--- src/pkg/pes_pkg.sv ---
/*
 * Package for the partition error status block: register offsets, status field
 * layout, error codes and the packed carriers shared by the block and its memory.
 * Assumes a 64-bit register port and single clock.
 */
package pes_pkg;

	// ----------------------------------------------------------------
	// Register map
	// ----------------------------------------------------------------
	localparam logic [11:0] PES_OFS_CONTROL = 12'h0F0;
	localparam logic [11:0] PES_OFS_STATUS  = 12'h0F8;

	// ----------------------------------------------------------------
	// Status field positions
	// ----------------------------------------------------------------
	localparam int PES_RIS_LSB  = 32;
	localparam int PES_RIS_MSB  = 35;
	localparam int PES_OVR_BIT  = 31;
	localparam int PES_CODE_LSB = 24;
	localparam int PES_CODE_MSB = 27;
	localparam int PES_PMG_LSB  = 16;
	localparam int PES_PMG_MSB  = 23;
	localparam int PES_IDX_LSB  = 0;
	localparam int PES_IDX_MSB  = 15;
	localparam int PES_IEN_BIT  = 0;

	localparam logic [63:0] PES_STATUS_RESET  = 64'h0000_0000_0000_0000;
	localparam logic        PES_CONTROL_RESET = 1'h0;

	// ----------------------------------------------------------------
	// Error codes
	// ----------------------------------------------------------------
	localparam logic [3:0] PES_EC_NONE          = 4'h0;
	localparam logic [3:0] PES_EC_PART_SEL      = 4'h1;
	localparam logic [3:0] PES_EC_REQ_PARTITION_ID    = 4'h2;
	localparam logic [3:0] PES_EC_MON_CFG_ID    = 4'h3;
	localparam logic [3:0] PES_EC_REQ_PMG       = 4'h4;
	localparam logic [3:0] PES_EC_MON_RANGE     = 4'h5;
	localparam logic [3:0] PES_EC_INT_PARTITION_ID    = 4'h6;
	localparam logic [3:0] PES_EC_UNEXP_INTERN  = 4'h7;
	localparam logic [3:0] PES_EC_PS_NO_RIS     = 4'h8;
	localparam logic [3:0] PES_EC_PS_NO_CTRL    = 4'h9;
	localparam logic [3:0] PES_EC_MS_NO_RIS     = 4'hA;
	localparam logic [3:0] PES_EC_MS_NO_MON     = 4'hB;
	localparam logic [3:0] PES_EC_LAST_BASIC    = 4'h7;
	localparam logic [3:0] PES_EC_LAST_EXTENDED = 4'hB;

	// Error event reported by the checking logic around the block
	typedef struct packed {
		logic        valid;
		logic        secure;
		logic [3:0]  code;
		logic [3:0]  resource_instance_selector;
		logic [7:0]  perf_monitor_group;
		logic [15:0] index;
	} pes_event_t;

	// One register port access
	typedef struct packed {
		logic        valid;
		logic        write;
		logic        secure;
		logic [11:0] offset;
		logic [63:0] wdata;
	} pes_access_t;

	// Storage for one status instance of the pair
	typedef struct packed {
		logic [3:0]  resource_instance_selector;
		logic        ovr;
		logic [3:0]  code;
		logic [7:0]  perf_monitor_group;
		logic [15:0] index;
	} pes_status_t;

endpackage

--- src/pes_error_status.sv ---
/*
 * Partition error status block: captures error events into separate Secure
 * and Non-secure status registers and drives one error interrupt per state.
 * Assumes a simple 64-bit register port, one access per cycle, and error
 * events from the surrounding partitioning and monitoring checks.
 */
`timescale 1ns/100ps
module pes_error_status
	import pes_pkg::*;
#(
	parameter bit EXTENDED_STATUS = 1'b1,
	parameter bit INSTANCE_SELECT = 1'b1,
	parameter bit ADDED_FEATURES  = 1'b1
)
(
	input  wire logic        core_clk,
	input  wire logic        rstn,
	input  wire pes_access_t reg_acc,
	input  wire pes_event_t  err_evt,
	output logic [63:0]      reg_rdata,
	output logic             reg_rvalid,
	output logic             irq_secure,
	output logic             irq_nonsecure
);

	// ----------------------------------------------------------------
	// Elaboration checks
	// ----------------------------------------------------------------
	if (!EXTENDED_STATUS && INSTANCE_SELECT && ADDED_FEATURES)
	begin : g_chk
		$error("Instance selector needs the extended status layout");
	end

	// ----------------------------------------------------------------
	// Helper functions
	// ----------------------------------------------------------------

	// Code is defined for the layout in use
	function automatic logic code_defined(input logic [3:0] c);
		logic [3:0] last;
		last = EXTENDED_STATUS ? PES_EC_LAST_EXTENDED : PES_EC_LAST_BASIC;
		return (c != PES_EC_NONE) && (c <= last);
	endfunction

	// Field captures for one code: {instance, group, index}
	function automatic logic [2:0] code_caps(input logic [3:0] c);
		logic [2:0] caps;
		caps = 3'h0;
		case (c)
			PES_EC_PART_SEL:     caps = 3'h5;
			PES_EC_REQ_PARTITION_ID:   caps = 3'h3;
			PES_EC_MON_CFG_ID:   caps = 3'h7;
			PES_EC_REQ_PMG:      caps = 3'h3;
			PES_EC_MON_RANGE:    caps = 3'h5;
			PES_EC_INT_PARTITION_ID:   caps = 3'h1;
			PES_EC_UNEXP_INTERN: caps = 3'h1;
			PES_EC_PS_NO_RIS:    caps = 3'h5;
			PES_EC_PS_NO_CTRL:   caps = 3'h5;
			PES_EC_MS_NO_RIS:    caps = 3'h5;
			PES_EC_MS_NO_MON:    caps = 3'h5;
			default:             caps = 3'h0;
		endcase
		return caps;
	endfunction

	// Instance field kept for this code
	function automatic logic ris_kept(input logic [3:0] c);
		logic gated;
		gated = (c == PES_EC_PART_SEL) || (c == PES_EC_MON_CFG_ID) || (c == PES_EC_MON_RANGE);
		if (!(EXTENDED_STATUS && INSTANCE_SELECT))
		begin
			return 1'b0;
		end
		return gated ? ADDED_FEATURES : 1'b1;
	endfunction

	// Status word as software sees it
	function automatic logic [63:0] pack_status(input pes_status_t s);
		logic [63:0] w;
		w = 64'h0000_0000_0000_0000;
		w[PES_OVR_BIT] = s.ovr;
		w[PES_CODE_MSB:PES_CODE_LSB] = s.code;
		w[PES_PMG_MSB:PES_PMG_LSB] = s.perf_monitor_group;
		w[PES_IDX_MSB:PES_IDX_LSB] = s.index;
		if (EXTENDED_STATUS && INSTANCE_SELECT)
		begin
			w[PES_RIS_MSB:PES_RIS_LSB] = s.resource_instance_selector;
		end
		return w;
	endfunction

	// ----------------------------------------------------------------
	// State
	// ----------------------------------------------------------------
	typedef struct packed {
		logic [1:0]  irq_en;
		logic        rd_ctl;
		logic        rd_sts;
		logic [1:0]  rd_ien;
		logic        rvalid;
		logic [1:0]  irq;
	} pes_state_t;

	pes_state_t  st;
	pes_state_t  next_st;
	pes_status_t cur [2];
	pes_status_t wr_data [2];
	pes_status_t bank_rd;
	logic [1:0]  wr_en;
	logic [2:0]  caps;
	logic        hit_sts;
	logic        hit_ctl;
	logic        sel;
	logic        evt_ok;

	pes_status_bank u_bank
	(
		.core_clk (core_clk),
		.rstn     (rstn),
		.wr_en    (wr_en),
		.wr_data  (wr_data),
		.rd_sel   (reg_acc.secure),
		.rd_data  (bank_rd),
		.cur      (cur)
	);

	// ----------------------------------------------------------------
	// Address decode
	// ----------------------------------------------------------------
	always_comb
	begin
		hit_sts = 1'b0;
		hit_ctl = 1'b0;
		if (reg_acc.valid && (reg_acc.offset == PES_OFS_STATUS))
		begin
			hit_sts = 1'b1;
		end
		else if (reg_acc.valid && (reg_acc.offset == PES_OFS_CONTROL))
		begin
			hit_ctl = 1'b1;
		end
	end

	// ----------------------------------------------------------------
	// Status update: software write, then error capture on top
	// ----------------------------------------------------------------
	always_comb
	begin
		sel    = err_evt.secure;
		caps   = code_caps(err_evt.code);
		evt_ok = err_evt.valid && code_defined(err_evt.code);
		for (int i = 0; i < 2; i++)
		begin
			wr_data[i] = cur[i];
			wr_en[i]   = 1'b0;
			if (hit_sts && reg_acc.write && (reg_acc.secure == i[0]))
			begin
				wr_en[i]          = 1'b1;
				wr_data[i].ovr    = reg_acc.wdata[PES_OVR_BIT];
				wr_data[i].code   = reg_acc.wdata[PES_CODE_MSB:PES_CODE_LSB];
				wr_data[i].perf_monitor_group    = reg_acc.wdata[PES_PMG_MSB:PES_PMG_LSB];
				wr_data[i].index  = reg_acc.wdata[PES_IDX_MSB:PES_IDX_LSB];
				wr_data[i].resource_instance_selector    = (EXTENDED_STATUS && INSTANCE_SELECT) ?
					reg_acc.wdata[PES_RIS_MSB:PES_RIS_LSB] : 4'h0;
			end
			if (evt_ok && (sel == i[0]))
			begin
				wr_en[i] = 1'b1;
				// overwritten from old code; code nonzero here
				wr_data[i].ovr   = (cur[i].code != PES_EC_NONE) || (cur[i].ovr && 1'b0);
				wr_data[i].code  = err_evt.code;
				wr_data[i].perf_monitor_group   = caps[1] ? err_evt.perf_monitor_group : 8'h00;
				wr_data[i].index = caps[0] ? err_evt.index : 16'h0000;
				wr_data[i].resource_instance_selector   = (caps[2] && ris_kept(err_evt.code)) ? err_evt.resource_instance_selector : 4'h0;
			end
		end
	end

	// recorded errors feed the interrupt level below

	// ----------------------------------------------------------------
	// Control, read path and interrupt
	// ----------------------------------------------------------------
	always_comb
	begin
		next_st        = st;
		next_st.rvalid = reg_acc.valid && !reg_acc.write;
		next_st.rd_sts = hit_sts;
		next_st.rd_ctl = hit_ctl;
		next_st.rd_ien = st.irq_en;
		if (hit_ctl && reg_acc.write)
		begin
			next_st.irq_en[reg_acc.secure] = reg_acc.wdata[PES_IEN_BIT];
		end
		if (hit_ctl)
		begin
			next_st.rd_ien[0] = reg_acc.secure ? 1'b0 : st.irq_en[reg_acc.secure];
			next_st.rd_ien[1] = st.irq_en[reg_acc.secure];
		end
		// gated by enable; level on nonzero code
		for (int i = 0; i < 2; i++)
		begin
			next_st.irq[i] = next_st.irq_en[i] && (wr_data[i].code != PES_EC_NONE);
		end
	end

	always_ff @(posedge core_clk or negedge rstn)
	begin
		if (!rstn)
		begin
			st <= '0;
		end
		else
		begin
			st <= next_st;
		end
	end

	// ----------------------------------------------------------------
	// Outputs
	// ----------------------------------------------------------------
	// reads answer one cycle later, never stalled
	always_comb
	begin
		reg_rdata = 64'h0000_0000_0000_0000;
		if (st.rd_sts)
		begin
			reg_rdata = pack_status(bank_rd);
		end
		else if (st.rd_ctl)
		begin
			reg_rdata[PES_IEN_BIT] = st.rd_ien[1];
		end
	end

	assign reg_rvalid    = st.rvalid;
	assign irq_nonsecure = st.irq[0];
	assign irq_secure    = st.irq[1];

endmodule

--- src/pes_status_bank.sv ---
/*
 * Two-entry status store, one entry per security state, with registered read.
 * Assumes at most one write per entry per cycle, given by the owner.
 */
`timescale 1ns/100ps
module pes_status_bank
	import pes_pkg::*;
(
	input  wire logic        core_clk,
	input  wire logic        rstn,
	input  wire logic [1:0]  wr_en,
	input  wire pes_status_t wr_data [2],
	input  wire logic        rd_sel,
	output pes_status_t      rd_data,
	output pes_status_t      cur [2]
);

	typedef struct packed {
		pes_status_t [1:0] ent;
		pes_status_t       rd;
	} pes_bank_state_t;

	pes_bank_state_t st;
	pes_bank_state_t next_st;

	// Entry update and read register
	always_comb
	begin
		next_st = st;
		for (int i = 0; i < 2; i++)
		begin
			if (wr_en[i])
			begin
				next_st.ent[i] = wr_data[i];
			end
		end
		next_st.rd = st.ent[rd_sel];
	end

	always_ff @(posedge core_clk or negedge rstn)
	begin
		if (!rstn)
		begin
			st <= '0;
		end
		else
		begin
			st <= next_st;
		end
	end

	assign rd_data = st.rd;
	assign cur[0]  = st.ent[0];
	assign cur[1]  = st.ent[1];

endmodule

--- config.mk ---
export PLATFORM = sky130hd
export DESIGN_NAME = pes_error_status
export DESIGN_NICKNAME = d
export VERILOG_FILES = /design/src/pkg/pes_pkg.sv /design/src/pes_error_status.sv /design/src/pes_status_bank.sv
export SDC_FILE = /design/constraint.sdc
export NUM_CORES = 1
export LEC_CHECK = 0
export ABC_AREA = 1
export ABC_CLOCK_PERIOD_IN_PS = 1700
export BUFFER_PORTS_ARGS = -buffer_cell sky130_fd_sc_hd__clkbuf_2
export CORE_ASPECT_RATIO = 1.25
export CORE_MARGIN = 2
export CORE_UTILIZATION = 53
export CTS_CLUSTER_DIAMETER = 100
export CTS_CLUSTER_SIZE = 8
export DETAILED_ROUTE_END_ITERATION = 10
export MAX_ROUTING_LAYER = met4
export PLACE_DENSITY = 0.81
export SKIP_CTS_REPAIR_TIMING = 1
export SYNTH_ARGS = -nofsm -noshare
export SYNTH_HDL_FRONTEND = slang
export SYNTH_HIERARCHICAL = 1
export SYNTH_SLANG_ARGS = --single-unit
--- constraint.sdc ---
create_clock -name core_clk -period 1.7 [get_ports core_clk]
set_input_delay 0.085 -clock core_clk [delete_from_list [all_inputs] [get_ports core_clk]]
set_output_delay 0.085 -clock core_clk [all_outputs]
set_load 0.01 [all_outputs]
==> impl_summary.log <==
INFO  metric run_status = complete, no violations
INFO  metric ys_types = 32
INFO  metric worstReg2RegStart = u_bank/cur[57]
INFO  metric synthesis.instances = 939
INFO  metric crit_path_max_fanout = 4
INFO  metric antenna_violations_before_repair = 0
INFO  metric cp.required = 1.94 ns
INFO  metric cts.clk_slew.worst_paths = 0.07 ns
INFO  metric whs_endpoint = st[6]
INFO  metric syn-cell-area = 6610 um2
INFO  metric dr_total_vias = 6084
INFO  metric p_seq_share = 49.0%
INFO  metric buffering_stage_count_on_the_worst_path_with_inverters_included = 1
INFO  metric worst_r2r_path_depth = 5
INFO  metric post-place-cells = 1193
INFO  metric launch_instance_of_the_worst_min_delay_path = reg_acc[67]
INFO  metric vias_in_the_first_global_route = 5516
INFO  metric initial_core_util = 54.3%
INFO  metric crit-reg2reg-capture = u_bank/cur[61]
INFO  metric detail_route.iter0.violations = 400
INFO  metric global_route_wire_length_before_repair = 26100 um
INFO  metric drt_drc_violations_left = 0
INFO  metric switching_part_of_the_total = 32.2%
INFO  metric fin_setup_tns = 0 ns
INFO  metric worstSetupStartpoint = u_bank/cur[57]
INFO  metric layout_worst_path_cycle_share = 80.9%
INFO  metric maxSlewViolCount = 0
INFO  metric achievable-frequency = 0.727 GHz
INFO  metric routed_via_density = 5.02
INFO  metric cts_max_level = 3
INFO  metric worst_skew_pair.late_latency = 0.35 ns
INFO  metric postSynthAreaPerCell = 7.03 um2
INFO  metric detail_route.first_pass.iterations = 5
INFO  metric multiInputGateArea = 2950 um2
INFO  metric grt_setup_unrepaired = false
INFO  metric layout.filler_cells = 1119
INFO  metric clockPowerShare = 27.2%
INFO  metric ctsRootBufferMaster = clkbuf_16
INFO  metric yosys_warns = 6
INFO  metric sort_of_element_at_the_end_of_the_critical_path = flop
INFO  metric buffer_ports.inserted = 119
INFO  metric rows = 45
INFO  metric critical_path_cell_by_cell = or4_1, o21ai_0, inv_1, nand2_1, nand2_1
INFO  metric max-cap-violations = 0
INFO  metric p_comb_share = 23.8%
INFO  metric number_of_buffers_added_by_the_clock_tree_synthesis_step = 9
INFO  metric floorplan.die_area = 13400 um2
INFO  metric hold_path_class = in2reg
INFO  metric die_height = 129 um
INFO  metric pre_cts_ws = 0.0183 ns
INFO  metric maximum_vdd_drop = 0.507 mV
INFO  metric route.antenna.remaining_nets = 0
INFO  metric layout-drive-gt1-share = 18.7%
INFO  metric design_power_total = 7230 uW
INFO  metric critical_path.top_delay_family = simple AND/OR/NAND/NOR gates
INFO  metric cts-root-to-sink-buffers = 2
INFO  metric reg2reg_slack = 0.32 ns
INFO  metric yosys_register_bits = 107
INFO  metric place_congestion = 0.915
INFO  metric final_critical_path_setup_slack = 0.325 ns
INFO  metric cell_internal_pwr = 4900 uW
INFO  metric timing.critical_path.mode_cell = nand2_1
INFO  metric critical_path_arrival = 1.62 ns
INFO  metric wl = 15900 um
INFO  metric grt_max_degree = 41
INFO  metric seq_area_frac_synth = 40.5%
INFO  metric area_growth_syn_to_layout = 13.2%
INFO  metric placed_wire_length_estimate = 10800 um
INFO  metric pwr_density_cell = 966 nW/um2
INFO  metric min_period = 1.38 ns
INFO  metric leakagePower = 0.00457 uW
INFO  metric finalHoldViolations = 0
INFO  metric sequential_cell_area = 2680 um2
INFO  metric antennaDiodeCount = 0
INFO  metric wl_per_cell = 13.1 um
INFO  metric hold_crit_depth = 4
INFO  metric setup_viol_count_final = 0
INFO  metric crit_path_start_kind = flop
INFO  metric max_stage_delay = 0.54 ns
INFO  metric timing.max_slew.rel_slack = 52.2%
INFO  metric cpMaxStageDelayCell = or4_1
INFO  metric tritoncts_num_sinks = 107
INFO  metric setup.worst_path.class = reg2reg
INFO  metric design.final.nets = 1158
INFO  metric power.switching = 2330 uW
INFO  metric tightestPinTransition = 0.712 ns
INFO  metric chipWidth = 104 um
INFO  metric globalRoute.totalOverflow = 0
INFO  metric boundaryPins = 182
INFO  metric skew = 0.00580 ns
INFO  metric instances_no_fill = 1212
INFO  metric global_route_usage_sum = 25.0%
INFO  metric cts_tree = built
INFO  metric core_area = 12200 um2
synth_stat cells, drive strengths merged:
library cell | n | area share [%]
a21boi | 1 | 0.11
buf | 70 | 8.9
inv | 117 | 7.0
o211ai | 32 | 3.6
or4 | 1 | 0.11
clkbuf | 13 | 0.74
or2 | 1 | 0.095
dfrtp | 107 | 41
a31oi | 23 | 2.2
nor4 | 1 | 0.32
clkinv | 1 | 0.057
a21oi | 1 | 0.076
conb | 1 | 0.057
o41ai | 1 | 0.13
o21ai | 40 | 3.0
mux2i | 2 | 0.30
nor2 | 51 | 3.3
nand2 | 427 | 25
nand3 | 38 | 3.1
nand4 | 9 | 0.85
nor3 | 1 | 0.076
mux2 | 1 | 0.17
power by group through the flow:
stage          combinational [uW]  clock [uW]  sequential, uW
2_1_floorplan                1370           0            3480
3_3_place_gp                 1640           0            3570
3_5_place_dp                 1700           0            3570
4_1_cts                      1710        2010            3530
5_1_grt                      2010        2100            3620
6_report                     1720        1970            3540
stage by stage:
step | area [um2] | hold slack, ns | utilization (%)
floorplan | 6720 | -0.211 | -
global placement | 7180 | 0.0821 | 59.0
detailed placement | 7180 | 0.0887 | 59.0
CTS | 7450 | -0.287 | 61.3
global route | 7480 | 0.102 | 61.5
finish | 7480 | 0.0594 | 61.5
layout by cell type, fill, tap and decap left out, types with 2 or more instances in the layout:
master	netlist	final
dfrtp_1	107	107
inv_8	3	3
nand3_1	36	34
clkbuf_2	0	118
clkbuf_1	13	3
nand3_2	1	3
dlygate4sd3_1	0	3
nor2_2	3	3
nand2_1	401	401
o21ai_0	39	39
nand2_2	26	26
conb_1	1	31
o211ai_1	32	32
buf_4	37	17
a31oi_1	23	23
buf_12	2	8
nand4_1	9	9
inv_1	114	114
clkbuf_16	0	9
nor2_1	47	47
mux2i_1	2	2
worst min-delay path, stage by stage:
cell      delay [ns]
clkbuf_2        0.09
nor2_1          0.04
nand2_1         0.11
inv_1           0.05
kinds of logic (layout without fill, tap and decap cells):
kind of cell / count (synthesis) / after routing / share of synthesized area [%]
buf+inv: 201 / 280 / 16.7
simple gates: 529 / 529 / 33.1
other cells: 1 / 31 / 0.0568
flops: 107 / 107 / 40.5
mux: 3 / 3 / 0.474
compound gates: 98 / 98 / 9.17
state kept, by name, summed over array words and instances (netlist names):
register,flops
u_bank/cur,66
u_bank/rd_data,33
st,5
irq_nonsecure,1
irq_secure,1
reg_rvalid,1
per-layer routing:
layer  vias to the layer above  share of wire [%]  global-route usage [%]  wire length [um]
met2                       247                 49                    42.1              7850
met3                        30                6.7                    3.75              1070
li1                       3034                  -                       -                 -
met4                         0                1.9                    10.2               302
met1                      2773                 42                    30.3              6690
met5                         -                  0                       -                 0
final cells by class:
class                           instances  area share, %
Clock buffer                           13           3.35
Inverter                              118           6.22
Timing Repair Buffer                  146           12.1
Clock inverter                          3          0.301
Multi-Input combinational cell        661           39.4
Sequential cell                       107           35.8
Tap cell                              164           2.74
worst max-delay path by stage:
stage                           endpoint  slack [ns]  depth (start not counted)
final                     u_bank/cur[61]        0.32                          5
after global routing       u_bank/cur[8]        0.21                         12
after CTS                   reg_rdata[0]        0.31                          3
after detailed placement   u_bank/cur[5]        0.02                          9
after global placement    u_bank/cur[22]        0.05                          9
after floorplan           u_bank/cur[58]        0.17                         13
No activity file was read; power rests on OpenSTA's default activity.
